## config.mk

```make
export PLATFORM = sky130hd
export DESIGN_NAME = ext_bus_ready_wait_control
export DESIGN_NICKNAME = d
export VERILOG_FILES = /design/src/ext_bus_pkg.sv /design/src/pin_sync.sv /design/src/bus_clk_gen.sv /design/src/ext_bus_ready_wait_control.sv
export SDC_FILE = /design/constraint.sdc
export NUM_CORES = 1
export LEC_CHECK = 0
export BUFFER_PORTS_ARGS = -buffer_cell sky130_fd_sc_hd__buf_2
export CAP_MARGIN = 20
export CORE_MARGIN = 4
export CORE_UTILIZATION = 57
export CTS_CLUSTER_DIAMETER = 100
export DETAILED_ROUTE_END_ITERATION = 12
export PLACE_DENSITY = 0.8
export SLEW_MARGIN = 40
export SYNTH_ARGS = -nofsm -noshare
export SYNTH_HDL_FRONTEND = slang
export SYNTH_HIERARCHICAL = 1
export SYNTH_SLANG_ARGS = --single-unit
export TNS_END_PERCENT = 30
```

## constraint.sdc

```tcl
create_clock -name clk -period 4.3 [get_ports clk]
set_clock_uncertainty 0.2 [all_clocks]
set_input_delay 0.215 -clock clk [delete_from_list [all_inputs] [get_ports clk]]
set_output_delay 0.215 -clock clk [all_outputs]
set_load 0.01 [all_outputs]
```

## src/ext_bus_pkg.sv

```systemverilog
package ext_bus_pkg;

    // external bus widths and wishbone address width
    localparam int ADDR_W = 24;
    localparam int DATA_W = 16;
    localparam int WB_AW  = 8;

    // register byte offsets on the wishbone bus
    localparam logic [WB_AW-1:0] REG_CTRL   = 8'h00;
    localparam logic [WB_AW-1:0] REG_TIMING = 8'h04;
    localparam logic [WB_AW-1:0] REG_ADDR   = 8'h08;
    localparam logic [WB_AW-1:0] REG_WDATA  = 8'h0C;
    localparam logic [WB_AW-1:0] REG_STATUS = 8'h10;
    localparam logic [WB_AW-1:0] REG_RDATA  = 8'h14;

    // control register bit positions
    localparam int CTRL_START_BIT   = 0;
    localparam int CTRL_WRITE_BIT   = 1;
    localparam int CTRL_RDY_EN_BIT  = 2;
    localparam int CTRL_RDY_POL_BIT = 3;
    localparam int CTRL_ASYNC_BIT   = 4;
    localparam int CTRL_MUX_BIT     = 5;

    // timing register field positions (phase lengths in bus clocks)
    localparam int TIM_AB_LSB = 0;
    localparam int TIM_C_LSB  = 4;
    localparam int TIM_D_LSB  = 8;
    localparam int TIM_E_LSB  = 12;
    localparam int TIM_F_LSB  = 20;

    // status register bit positions
    localparam int STAT_BUSY_BIT  = 0;
    localparam int STAT_DONE_BIT  = 1;
    localparam int STAT_WAITS_LSB = 8;

    // legal range of the address setup phase
    localparam logic [2:0] AB_MIN = 3'h1;
    localparam logic [2:0] AB_MAX = 3'h5;

    // reset values
    localparam logic [31:0] CTRL_RESET   = 32'h0000_0000;
    localparam logic [31:0] TIMING_RESET = 32'h0000_0001;

    // clock figures: system clock and generated bus reference clock
    localparam int CLK_PERIOD_NS    = 50;
    localparam int BUSCLK_PERIOD_NS = 400;
    localparam int TCS_CLKS         = BUSCLK_PERIOD_NS / CLK_PERIOD_NS;

    // programmed phase lengths; e holds length minus one
    typedef struct packed {
        logic [1:0] f;
        logic [4:0] e;
        logic       d;
        logic [1:0] c;
        logic [2:0] ab;
    } timing_t;

    // cycle options
    typedef struct packed {
        logic mux;
        logic async_rdy;
        logic rdy_pol;
        logic rdy_en;
        logic write;
    } ctrl_t;

    // bus cycle phases, one-hot
    typedef enum logic [6:0] {
        ST_IDLE = 7'h01,
        ST_AB   = 7'h02,
        ST_C    = 7'h04,
        ST_D    = 7'h08,
        ST_E    = 7'h10,
        ST_RDY  = 7'h20,
        ST_F    = 7'h40
    } phase_t;

endpackage

```

## src/pin_sync.sv

```systemverilog
`timescale 1ns/1ps
module pin_sync #(
    parameter int W = 1
) (
    input  wire logic         clk,   // system clock
    input  wire logic         rst_b, // async reset, active low
    input  wire logic [W-1:0] pin,   // asynchronous pin level
    output logic      [W-1:0] sync   // synchronised level
);
    logic [W-1:0] meta_q;

    // two stages; only the second stage reads the first
    always_ff @(posedge clk or negedge rst_b) begin
        if (!rst_b) begin
            meta_q <= '0;
            sync   <= '0;
        end else begin
            meta_q <= pin;
            sync   <= meta_q;
        end
    end
endmodule

```

## src/bus_clk_gen.sv

```systemverilog
`timescale 1ns/1ps
module bus_clk_gen #(
    parameter int DIV = 8
) (
    input  wire logic clk,     // system clock
    input  wire logic rst_b,   // async reset, active low
    output logic      bus_clk, // bus reference clock out
    output logic      tick     // pulse at the end of each bus clock
);
    localparam int CW = $clog2(DIV);
    localparam logic [CW-1:0] LAST = CW'(DIV - 1);
    localparam logic [CW-1:0] HALF = CW'(DIV / 2);

    logic [CW-1:0] cnt_q;

    generate
        if (DIV < 2 || (DIV % 2) != 0) begin : g_bad_div
            $error("bus_clk_gen: DIV must be even and at least 2");
        end
    endgenerate

    // high in the first half of each period, tick on its last clock
    always_ff @(posedge clk or negedge rst_b) begin
        if (!rst_b) begin
            cnt_q   <= '0;
            bus_clk <= 1'b0;
            tick    <= 1'b0;
        end else begin
            cnt_q   <= (cnt_q == LAST) ? '0 : cnt_q + 1'b1;
            bus_clk <= (cnt_q == LAST) || (cnt_q < HALF - 1'b1);
            tick    <= (cnt_q == LAST - 1'b1);
        end
    end
endmodule

```

## src/ext_bus_ready_wait_control.sv

```systemverilog
// The register offsets and register access over Wishbone are this design's own decisions.
`timescale 1ns/1ps
// Overview of operation
// read data is captured on the edge that raises the read strobe
// address changes late in a read never touch captured data
// partner may drop read data after read strobe rises
// ready input from partner extends or ends the bus cycle
// ready active level is chosen by a control bit
// synchronous ready sampled directly; partner keeps it in step with bus clock
// asynchronous ready adds a stage and at least one wait state
// partner holds async ready one bus clock plus setup time
// partner may drop ready after the strobe's rising edge
// partner drops stale ready before next cycle's first sample point
// first ready sample point follows the programmed phase lengths
// ready inactive at sample point inserts one wait state, resample
// ready active at sample point finishes the bus cycle
// async sample point sits one synchroniser delay later
// programmed access wait states complete before ready is evaluated
// cycle runs address setup, command, data setup, access, hold
// ready only lengthens the access phase
// without ready control access ends after its programmed length
module ext_bus_ready_wait_control
    import ext_bus_pkg::*;
#(
    parameter int TCS_DIV = TCS_CLKS
) (
    input  wire logic                     clk,         // system clock
    input  wire logic                     rst_b,       // async reset
    input  wire logic                     wb_cyc_i,    // wishbone cycle
    input  wire logic                     wb_stb_i,    // wishbone strobe
    input  wire logic                     wb_we_i,     // wishbone write
    input  wire logic [ext_bus_pkg::WB_AW-1:0] wb_adr_i, // byte address
    input  wire logic [3:0]               wb_sel_i,    // byte enables
    input  wire logic [31:0]              wb_dat_i,    // write data
    output logic      [31:0]              wb_dat_o,    // read data
    output logic                          wb_ack_o,    // acknowledge
    output logic                          bus_reference_clock, // bus clock
    output logic [ext_bus_pkg::ADDR_W-1:0] ext_addr,   // address pins
    output logic                          ale,         // address latch
    output logic                          rd_b,        // read strobe
    output logic                          wr_b,        // write strobe
    input  wire logic [ext_bus_pkg::DATA_W-1:0] data_in, // data pins in
    output logic [ext_bus_pkg::DATA_W-1:0] data_out,   // data pins out
    output logic                          data_oe_b,   // low = drive
    input  wire logic                     ready_in     // ready pin
);
    import ext_bus_pkg::*;

    generate
        if (TCS_DIV < 2 || (TCS_DIV % 2) != 0) begin : g_bad_div
            $error("TCS_DIV must be even and at least 2");
        end
    endgenerate

    // register file
    ctrl_t               ctrl_q;       // options for the next cycle
    timing_t             timing_q;     // phase lengths for the next cycle
    logic [ADDR_W-1:0]   addr_q;
    logic [DATA_W-1:0]   wdata_q;
    logic [DATA_W-1:0]   rdata_q;
    logic                done_q;
    logic [7:0]          waits_q;
    logic                start_q;      // start accepted, waiting for tick

    // copies frozen for the running cycle
    ctrl_t               cyc_ctrl_q;
    timing_t             cyc_tim_q;

    // cycle sequencer
    phase_t              state_q;
    phase_t              state_d;
    logic [4:0]          cnt_q;
    logic [4:0]          cnt_d;
    phase_t              leave_st;
    logic [4:0]          leave_cnt;
    logic                finish;       // access phase ends this edge
    logic                rdy_wait;     // stay in or enter a wait state

    // pins after synchronisation
    logic                rdy_s;
    logic [DATA_W-1:0]   din_s;
    logic                rdy_act;
    logic                rdy_a_q;

    logic                tick;
    logic                wb_hit;
    logic                wb_wr;
    logic [31:0]         rd_mux;
    logic                busy;
    logic [31:0]         wmerge;       // register word after byte lanes
    ctrl_t               cur_ctrl;     // options as the pins see them

    bus_clk_gen #(
        .DIV     (TCS_DIV)
    ) u_clk (
        .clk     (clk),
        .rst_b   (rst_b),
        .bus_clk (bus_reference_clock),
        .tick    (tick)
    );

    pin_sync #(
        .W     (1)
    ) u_rdy_sync (
        .clk   (clk),
        .rst_b (rst_b),
        .pin   (ready_in),
        .sync  (rdy_s)
    );

    pin_sync #(
        .W     (DATA_W)
    ) u_data_sync (
        .clk   (clk),
        .rst_b (rst_b),
        .pin   (data_in),
        .sync  (din_s)
    );

    // byte-lane merge for wishbone writes
    function automatic logic [31:0] merge(input logic [31:0] old_v,
                                          input logic [31:0] new_v,
                                          input logic [3:0]  sel);
        logic [31:0] r;
        r = old_v;
        for (int i = 0; i < 4; i++) begin
            if (sel[i]) begin
                r[i*8 +: 8] = new_v[i*8 +: 8];
            end
        end
        return r;
    endfunction

    // keep the address setup phase within its legal length
    function automatic logic [2:0] clamp_ab(input logic [2:0] v);
        if (v < AB_MIN) begin
            return AB_MIN;
        end else if (v > AB_MAX) begin
            return AB_MAX;
        end
        return v;
    endfunction

    assign wb_hit = wb_cyc_i && wb_stb_i && !wb_ack_o;
    assign wb_wr  = wb_hit && wb_we_i;
    assign busy   = start_q || (state_q != ST_IDLE);

    // the read mux holds the current word, so one merge serves all
    assign wmerge = merge(rd_mux, wb_dat_i, wb_sel_i);

    // options freeze on the edge entering address setup; until then
    // the pins must follow the live copy or they lag one clock
    assign cur_ctrl = (state_q == ST_IDLE) ? ctrl_q : cyc_ctrl_q;

    // ready level after polarity selection
    assign rdy_act = (rdy_s == cyc_ctrl_q.rdy_pol);

    // wishbone acknowledge: one cycle after the request, then drop
    always_ff @(posedge clk or negedge rst_b) begin
        if (!rst_b) begin
            wb_ack_o <= 1'b0;
        end else begin
            wb_ack_o <= wb_hit;
        end
    end

    // register read mux; unmapped offsets read as zero
    always_comb begin
        rd_mux = 32'h0000_0000;
        unique case (wb_adr_i)
            REG_CTRL:   rd_mux = {26'h0, ctrl_q, 1'b0};
            REG_TIMING: rd_mux = {10'h0, timing_q.f, 3'h0,
                                  timing_q.e, 3'h0, timing_q.d, 2'h0,
                                  timing_q.c, 1'h0, timing_q.ab};
            REG_ADDR:   rd_mux = {8'h0, addr_q};
            REG_WDATA:  rd_mux = {16'h0, wdata_q};
            REG_STATUS: rd_mux = {16'h0, waits_q, 6'h0, done_q, busy};
            REG_RDATA:  rd_mux = {16'h0, rdata_q};
            default:    rd_mux = 32'h0000_0000;
        endcase
    end

    always_ff @(posedge clk or negedge rst_b) begin
        if (!rst_b) begin
            wb_dat_o <= 32'h0000_0000;
        end else if (wb_hit && !wb_we_i) begin
            wb_dat_o <= rd_mux;
        end
    end

    // configuration registers; cycle options are frozen at start
    always_ff @(posedge clk or negedge rst_b) begin
        if (!rst_b) begin
            ctrl_q   <= ctrl_t'(CTRL_RESET[5:1]);
            timing_q <= timing_t'(TIMING_RESET[12:0]);
            addr_q   <= '0;
            wdata_q  <= '0;
        end else if (wb_wr) begin
            unique case (wb_adr_i)
                REG_CTRL: begin
                    ctrl_q <= ctrl_t'(wmerge[CTRL_MUX_BIT:CTRL_WRITE_BIT]);
                end
                REG_TIMING: begin
                    timing_q.ab <= clamp_ab(wmerge[TIM_AB_LSB +: 3]);
                    timing_q.c  <= wmerge[TIM_C_LSB +: 2];
                    timing_q.d  <= wmerge[TIM_D_LSB];
                    timing_q.e  <= wmerge[TIM_E_LSB +: 5];
                    timing_q.f  <= wmerge[TIM_F_LSB +: 2];
                end
                REG_ADDR: begin
                    addr_q <= wmerge[ADDR_W-1:0];
                end
                REG_WDATA: begin
                    wdata_q <= wmerge[DATA_W-1:0];
                end
                default: begin
                end
            endcase
        end
    end

    // start request: ignored while a cycle is pending or running
    always_ff @(posedge clk or negedge rst_b) begin
        if (!rst_b) begin
            start_q <= 1'b0;
        end else if (start_q && tick) begin
            start_q <= 1'b0;
        end else if (wb_wr && wb_adr_i == REG_CTRL && wb_sel_i[0]
                     && wb_dat_i[CTRL_START_BIT] && !busy) begin
            start_q <= 1'b1;
        end
    end

    always_ff @(posedge clk or negedge rst_b) begin
        if (!rst_b) begin
            cyc_ctrl_q <= ctrl_t'(CTRL_RESET[5:1]);
            cyc_tim_q  <= timing_t'(TIMING_RESET[12:0]);
        end else if (start_q && tick) begin
            cyc_ctrl_q <= ctrl_q;
            cyc_tim_q  <= timing_q;
        end
    end

    // where a phase goes when it has run out; zero-length phases skip
    always_comb begin
        leave_st  = ST_IDLE;
        leave_cnt = 5'h00;
        unique case (state_q)
            ST_AB: begin
                if (cyc_tim_q.c != 2'h0) begin
                    leave_st  = ST_C;
                    leave_cnt = {3'h0, 2'(cyc_tim_q.c - 2'h1)};
                end else if (cyc_tim_q.d) begin
                    leave_st  = ST_D;
                end else begin
                    leave_st  = ST_E;
                    leave_cnt = cyc_tim_q.e;
                end
            end
            ST_C: begin
                if (cyc_tim_q.d) begin
                    leave_st  = ST_D;
                end else begin
                    leave_st  = ST_E;
                    leave_cnt = cyc_tim_q.e;
                end
            end
            ST_D: begin
                leave_st  = ST_E;
                leave_cnt = cyc_tim_q.e;
            end
            ST_E, ST_RDY: begin
                if (cyc_tim_q.f != 2'h0) begin
                    leave_st  = ST_F;
                    leave_cnt = {3'h0, 2'(cyc_tim_q.f - 2'h1)};
                end
            end
            ST_IDLE, ST_F: begin
                leave_st = ST_IDLE;
            end
            default: begin
                leave_st = ST_IDLE;
            end
        endcase
    end

    // ready evaluation at the end of the programmed access length
    always_comb begin
        finish   = 1'b0;
        rdy_wait = 1'b0;
        if (tick && state_q == ST_E && cnt_q == 5'h00) begin
            if (!cyc_ctrl_q.rdy_en) begin
                finish = 1'b1;
            end else if (cyc_ctrl_q.async_rdy) begin
                rdy_wait = 1'b1;
            end else if (rdy_act) begin
                finish = 1'b1;
            end else begin
                rdy_wait = 1'b1;
            end
        end else if (tick && state_q == ST_RDY) begin
            // async samples the extra stage, one bus clock later
            if (cyc_ctrl_q.async_rdy ? rdy_a_q : rdy_act) begin
                finish = 1'b1;
            end else begin
                rdy_wait = 1'b1;
            end
        end
    end

    // next phase and bus-clock count
    always_comb begin
        state_d = state_q;
        cnt_d   = cnt_q;
        if (tick) begin
            if (state_q == ST_IDLE) begin
                if (start_q) begin
                    state_d = ST_AB;
                    cnt_d   = {2'h0, 3'(clamp_ab(timing_q.ab) - 3'h1)};
                end
            end else if (rdy_wait) begin
                state_d = ST_RDY;
                cnt_d   = 5'h00;
            end else if (finish) begin
                state_d = leave_st;
                cnt_d   = leave_cnt;
            end else if (state_q == ST_E || cnt_q != 5'h00) begin
                cnt_d = cnt_q - 5'h01;
            end else begin
                state_d = leave_st;
                cnt_d   = leave_cnt;
            end
        end
    end

    always_ff @(posedge clk or negedge rst_b) begin
        if (!rst_b) begin
            state_q <= ST_IDLE;
            cnt_q   <= 5'h00;
        end else begin
            state_q <= state_d;
            cnt_q   <= cnt_d;
        end
    end

    // extra synchroniser stage for asynchronous ready, one per bus clock
    always_ff @(posedge clk or negedge rst_b) begin
        if (!rst_b) begin
            rdy_a_q <= 1'b0;
        end else if (tick) begin
            rdy_a_q <= rdy_act;
        end
    end

    // read data taken on the very edge that raises the read strobe;
    // it comes from the data pipeline, so the address plays no part
    always_ff @(posedge clk or negedge rst_b) begin
        if (!rst_b) begin
            rdata_q <= '0;
        end else if (finish && !cyc_ctrl_q.write) begin
            rdata_q <= din_s;
        end
    end

    // wait-state counter for the last cycle, and sticky done flag
    always_ff @(posedge clk or negedge rst_b) begin
        if (!rst_b) begin
            waits_q <= 8'h00;
        end else if (tick && start_q && state_q == ST_IDLE) begin
            waits_q <= 8'h00;
        end else if (rdy_wait && waits_q != 8'hFF) begin
            waits_q <= waits_q + 8'h01;
        end
    end

    // set wins over a software clear in the same cycle
    always_ff @(posedge clk or negedge rst_b) begin
        if (!rst_b) begin
            done_q <= 1'b0;
        end else if (state_q != ST_IDLE && state_d == ST_IDLE) begin
            done_q <= 1'b1;
        end else if (wb_wr && wb_adr_i == REG_STATUS && wb_sel_i[0]
                     && wb_dat_i[STAT_DONE_BIT]) begin
            done_q <= 1'b0;
        end
    end

    // pin drivers follow the next phase so they switch with it
    always_ff @(posedge clk or negedge rst_b) begin
        if (!rst_b) begin
            ext_addr  <= '0;
            ale       <= 1'b0;
            rd_b      <= 1'b1;
            wr_b      <= 1'b1;
            data_out  <= '0;
            data_oe_b <= 1'b1;
        end else begin
            if (state_d == ST_AB) begin
                ext_addr <= addr_q;
            end
            ale  <= (state_d == ST_AB);
            // strobes only span access and ready wait states
            rd_b <= !(!cyc_ctrl_q.write
                      && (state_d == ST_E || state_d == ST_RDY));
            wr_b <= !(cyc_ctrl_q.write
                      && (state_d == ST_E || state_d == ST_RDY));
            if (cur_ctrl.mux && state_d == ST_AB) begin
                data_out  <= addr_q[DATA_W-1:0];
                data_oe_b <= 1'b0;
            end else if (cyc_ctrl_q.write
                         && (state_d == ST_D || state_d == ST_E
                             || state_d == ST_RDY || state_d == ST_F
                             || (!cyc_ctrl_q.mux && state_d == ST_C))) begin
                data_out  <= wdata_q;
                data_oe_b <= 1'b0;
            end else begin
                data_oe_b <= 1'b1;
            end
        end
    end
endmodule

```

=== After elaboration in Yosys (flattened, before gate mapping) ===
Index checks and enable logic that the tools add are counted.

* Word-level logic and storage cells: 198
* Bits in registers: 228
* Output and inout bits: 78
* Input port bits: 66

* Multiplexer cells: 66
* Equal/unequal tests: 24
* $add $sub $neg: 6
* $lt $le $gt $ge: 5
* Reductions and logical operators: 54

{| class="wikitable"
|+ Operators by type and width
! operator !! count
|-
| 24-bit one-hot mux with 6 select lines || 1
|-
| 5-bit two-way mux || 10
|-
| 7-bit two-way mux || 7
|-
| 8-bit two-way mux || 5
|-
| 16-bit two-way mux || 2
|-
| 3-bit two-way mux || 10
|-
| 1-bit two-way mux || 28
|-
| 7-bit one-hot mux with 4 select lines || 1
|-
| 1-bit logical AND || 24
|-
| 5-bit one-hot mux with 4 select lines || 1
|-
| 8-bit by 4-bit equality test with 1-bit output, second input constant || 2
|-
| 8-bit by 5-bit equality test with 1-bit output, second input constant || 2
|-
| 7-bit by 1-bit equality test with 1-bit output, second input constant || 2
|-
| 7-bit by 2-bit equality test with 1-bit output, second input constant || 2
|-
| 7-bit by 3-bit equality test with 1-bit output, second input constant || 2
|-
| 7-bit by 4-bit equality test with 1-bit output, second input constant || 2
|-
| 7-bit by 5-bit equality test with 1-bit output, second input constant || 2
|-
| 7-bit by 6-bit equality test with 1-bit output, second input constant || 2
|-
| 2-bit nonzero test || 6
|-
| 2-bit AND reduction || 5
|-
| 8-bit by 1-bit adder with 8-bit output, second input constant || 1
|-
| 8-bit by 3-bit equality test with 1-bit output, second input constant || 1
|-
| 8-bit logical NOT || 1
|-
| 1-bit logical OR || 8
|-
| other kinds (18) || 28
|}

=== Logic depth before layout (Yosys ltp) ===
* Depth after elaboration: 17
* Mapped depth: 13
* Mapped depth without buffers: 10

=== Cells and area by module ===
The synthesis kept the hierarchy.

{| class="wikitable"
|+ Modules (own cells, without submodules)
! module !! sequential area each (µm²) !! times used !! area an instance (µm²) !! cells each
|-
| ext_bus_ready_wait_control || 4,535.6 || 1 || 8,789.7 || 842
|-
| pin_sync (u_data_sync) || 800.8 || 1 || 800.8 || 32
|-
| bus_clk_gen || 125.1 || 1 || 195.2 || 14
|-
| pin_sync (u_rdy_sync) || 50.0 || 1 || 50.0 || 2
|}

=== Least setup slack after synthesis ===
OpenSTA, ideal clock, no wires.

* Path type: register to register
* From: register cnt_q[0] (netlist name)
* To: register data_out[13] (netlist name)
* Path buffers: 2
* Period minus slack after synthesis: 3,149 ps
* Library setup time: 101 ps
* Setup slack: 1,151 ps
* Data required time: 3,999 ps
* Data arrival time: 2,849 ps
* Cell stages (with the launch flop): 13
* Path through: dfrtp_1 -> inv_1 -> ha_1 -> or4b_1 -> a21oi_1 -> o31ai_1 -> o31a_1 -> and3_1 -> o2111a_1 -> or2_1 -> buf_4 -> buf_6 -> o311ai_2

{| class="wikitable"
|+ RTL lines
! what !! line !! RTL
|-
| end signal, assigned || ext_bus_ready_wait_control.sv:408 || <nowiki>data_out <= addr_q[DATA_W-1:0];</nowiki>
|-
| end signal, assigned || ext_bus_ready_wait_control.sv:414 || <nowiki>data_out <= wdata_q;</nowiki>
|-
| end, declared || ext_bus_ready_wait_control.sv:43 || <nowiki>output logic [ext_bus_pkg::DATA_W-1:0] data_out,</nowiki>
|}

=== Worst setup path in the final report ===
* From: register state_q[1]
* To: register ext_addr[10] (netlist name)

* Cells in the longest elaborated chain, start to end: 9
* Elaborated cells on any way between the ends: 23
* Classes of those cells: eq/ne (7); mux (11); reduce/logical (5)

{| class="wikitable"
|+ Ends and longest elaborated chain
! what !! line !! RTL
|-
| start, declared || ext_bus_ready_wait_control.sv:70 || <nowiki>phase_t state_q;</nowiki>
|-
| start signal, assigned || ext_bus_ready_wait_control.sv:341 || <nowiki>state_q <= state_d;</nowiki>
|-
| 7-bit by 6-bit equality test with 1-bit output / 7-bit by 5-bit equality test with 1-bit output (equally long branches) || -- ||
|-
| 2-bit OR reduction (tied with other cells) || ext_bus_ready_wait_control.sv:248 || <nowiki>unique case (state_q)</nowiki>
|-
| 7-bit one-hot mux with 4 select lines (tied with other cells) || ext_bus_ready_wait_control.sv:248 ||
|-
| 7-bit two-way mux / 1-bit two-way mux (equally long branches) || ext_bus_ready_wait_control.sv:327, ext_bus_ready_wait_control.sv:291 ||
|-
| 7-bit two-way mux || ext_bus_ready_wait_control.sv:324 || <nowiki>end else if (finish) begin</nowiki>
|-
| 7-bit two-way mux || ext_bus_ready_wait_control.sv:321 || <nowiki>end else if (rdy_wait) begin</nowiki>
|-
| 7-bit two-way mux || ext_bus_ready_wait_control.sv:316 || <nowiki>if (state_q == ST_IDLE) begin</nowiki>
|-
| 7-bit two-way mux (*) || ext_bus_ready_wait_control.sv:315 || <nowiki>if (tick) begin</nowiki>
|-
| 7-bit by 2-bit equality test with 1-bit output (*) || ext_bus_ready_wait_control.sv:398 || <nowiki>if (state_d == ST_AB) begin</nowiki>
|-
| end signal, assigned || ext_bus_ready_wait_control.sv:399 || <nowiki>ext_addr <= addr_q;</nowiki>
|-
| end, declared || ext_bus_ready_wait_control.sv:38 || <nowiki>output logic [ext_bus_pkg::ADDR_W-1:0] ext_addr,</nowiki>
|}

Mark *: on every way between the ends. The rest lies on a longest branch, timed or not.
A chain may end at the register's enable or synchronous reset.

==> results.cfg <==
[sta]
setup_viol = 0
max_freq_ghz = 0.2771
slew_violations = 0
whs_ns = 0.04555
timing.final.crit_share = 0.8393
hold_viol_final = 0
worst_slew_pin_slew_ns = 0.7843
grt_setup_unrepaired = false
fin_setup_tns_ns = 0
min_period_ns = 3.609
slew_headroom = 0.4759

[route]
met3_length_um = 1530
wl_met1_um = 10110
drcViolationCount = 0
wl_um = 24790
drt-pass1-iter-count = 5
avgViaCountPerCell = 5.775
top_layer = met4
routedWlPerCell_um = 19.21
drt_iter0_markers = 664
met2_length_um = 12450
num_vias = 7456
postRouteAntennaNets = 0

[die]
die_w_um = 139.4
start_util = 0.5869
die_h_um = 139.4
core_mm2 = 0.01676
die-area_mm2 = 0.01942
ios = 144
row_count = 47

[setup_path]
criticalPathCategory = reg -> reg
reg2regPathDepth = 8
slowest_delay_ns = 0.62
cp-end-kind = flip-flop
worstPathMaxFanout = 25
crit_required_ns = 4.48
crit_slowest_cell = nor4_4
cp_cell_sequence = nor4_4 > nand2b_1 > o32ai_2 > nor3_1 > nor4_1 > and2_1 > buf_4 > mux2_1
arrival_ns = 3.79
cp-start-kind = flip-flop

[cells_and_area]
area_delta_synth_final_pct = 21.35
layout_common_cells = dfrtp_1, nand2_1, buf_2
final_common_cell = dfrtp_1
fin_nets = 1128
drive_above_1_share = 0.2409
final_cells = 1291
n_antenna_cell = 0

[cts]
cts_inserted_buffers = 24
cts.htree.levels = 1
root_buffer = clkbuf_16
clk_pin_slew_ns = 0.06
cts_tree = yes
clock-sinks = 220
clockBufferDepth = 3
cts_setup_buffers = 0
clkLatencyLatePin_ns = 0.51

[synthesis]
ys_types = 76
synthArstFlopShare = 1.000
syn_area_per_cell_um2 = 11.05
yosys_warnings = 6
ys_seq_elements = 220
syn-instance-count = 890
synth_flop_cell = dfrtp_1
synth_edf_count = 0
seq_area_frac_synth = 0.5604
synth_area_mm2 = 0.009836

[global_routing]
grt_start_max_net_pins = 117
grt_overflow = 0
grt_pass1_wl_um = 40040
antenna_found_initial = 0
gr-usage-all-layers = 0.2532
grt_pass1_vias = 7539

[place]
routabilityCongestion = 0.8936
portBuffers = 126
dp_hpwl_um = 16340
dp_cells = 1201

[hold_path]
hold_path.class = in -> reg
min_path_cells = 5

[power]
ir_worst_vdd_mv = 0.3258
p_leak_nw = 5.864
fin_total_pwr_mw = 4.893
p_per_area_mw_per_mm2 = 410.0

[job]
max-cap-violations = 0

[run_status]
status = finished clean
==> through the flow <==
stage	setup WS, ns	utilization	area, um^2
finish	0.6910	0.7121	11940
global route	0.4550	0.7121	11940
CTS	0.7328	0.7097	11890
detailed placement	0.7432	0.6337	10620
global placement	0.7317	0.6336	10620
floorplan	1.151	-	9862
==> cells in the mapped netlist, types with 9 or more instances <==
cell type,count,area share
buf_2,11,0.0056
mux2i_1,42,0.043
dfrtp_1,215,0.55
o21ai_0,77,0.039
clkbuf_1,25,0.0095
buf_4,10,0.0076
mux2_1,23,0.026
a21oi_1,19,0.0097
o311ai_2,9,0.015
nand2_1,151,0.058
nor2_1,42,0.016
inv_1,38,0.015
mux2_2,51,0.058
==> critical path, delay by kind of cell, from the launching register on <==
family          cells  cell delay (ns)
compound gates      1             0.50
buf+inv             1             0.35
flops               1             0.51
mux                 1             0.38
simple gates        5             1.54
==> area by class of cell <==
type	instances	area (um^2)
clock inverters	6	86.33
inverters	38	142.6
fillers	1142	4825
repair buffers	185	1236
flip-flops and latches	220	5512
clock buffers	36	726.9
well taps	220	275.3
multi-input cells	586	3956
==> metal layers <==
| metal | GRT usage | vias to the layer above |
|---|---|---|
| met3 | 0.04117 | 56 |
| met5 | 0 | - |
| met4 | 0.07570 | 0 |
| met1 | 0.3398 | 3686 |
| met2 | 0.4285 | 287 |
| li1 | - | 3427 |
==> cells by family after synthesis <==
group / share of synthesized area
buffers and inverters: 0.04083
DFF: 0.5604
xor gates and xnor gates: 0.01425
other: 0.0003813
and+or+nand+nor: 0.1266
muxes: 0.1298
adders and majority gates: 0.008904
AOI/OAI and AO/OA: 0.1189
==> worst paths after layout <==
kind | startpoint | end | slack, ns
hold reg to reg | u_data_sync/meta_q[8]$_DFF_PN0_ | u_data_sync/sync[8]$_DFF_PN0_ | 0.14
setup reg to reg | state_q[1]$_DFF_PN0_ | ext_addr[10]$_DFFE_PN0N_ | 0.69
hold / removal | wb_we_i | wb_dat_o[13]$_DFFE_PN0P_ | 0.05
min in group asynchronous | rst_b | state_q[4]$_DFF_PN0_ | 0.48
max in group asynchronous | rst_b | wdata_q[12]$_DFFE_PN0P_ | 2.56
setup / recovery | state_q[1]$_DFF_PN0_ | ext_addr[10]$_DFFE_PN0N_ | 0.69
==> repair_timing <==
action	4_1_cts	5_1_grt
resized for setup	0	0
hold buffers	46	1
endpoints found under the setup margin	0	0
endpoints found under the hold margin	165	24
==> state kept, by name (all words and copies together), names as in the netlist, 3 cells and up <==
name / count
u_clk/cnt_q: 3
timing_q: 13
data_out: 16
ctrl_q: 5
wdata_q: 16
rdata_q: 16
cyc_tim_q: 10
u_data_sync/sync: 16
state_q: 7
cyc_ctrl_q: 5
waits_q: 8
u_data_sync/meta_q: 16
ext_addr: 24
wb_dat_o: 24
cnt_q: 5
addr_q: 24
==> power by group <==
| group | internal, mW | switching, mW |
|---|---|---|
| sequential | 2.14 | 0.0702 |
| clock | 1.28 | 0.799 |
| combinational | 0.242 | 0.363 |
| total | 3.66 | 1.23 |
Note: power is estimated with default switching activity, not from simulation.
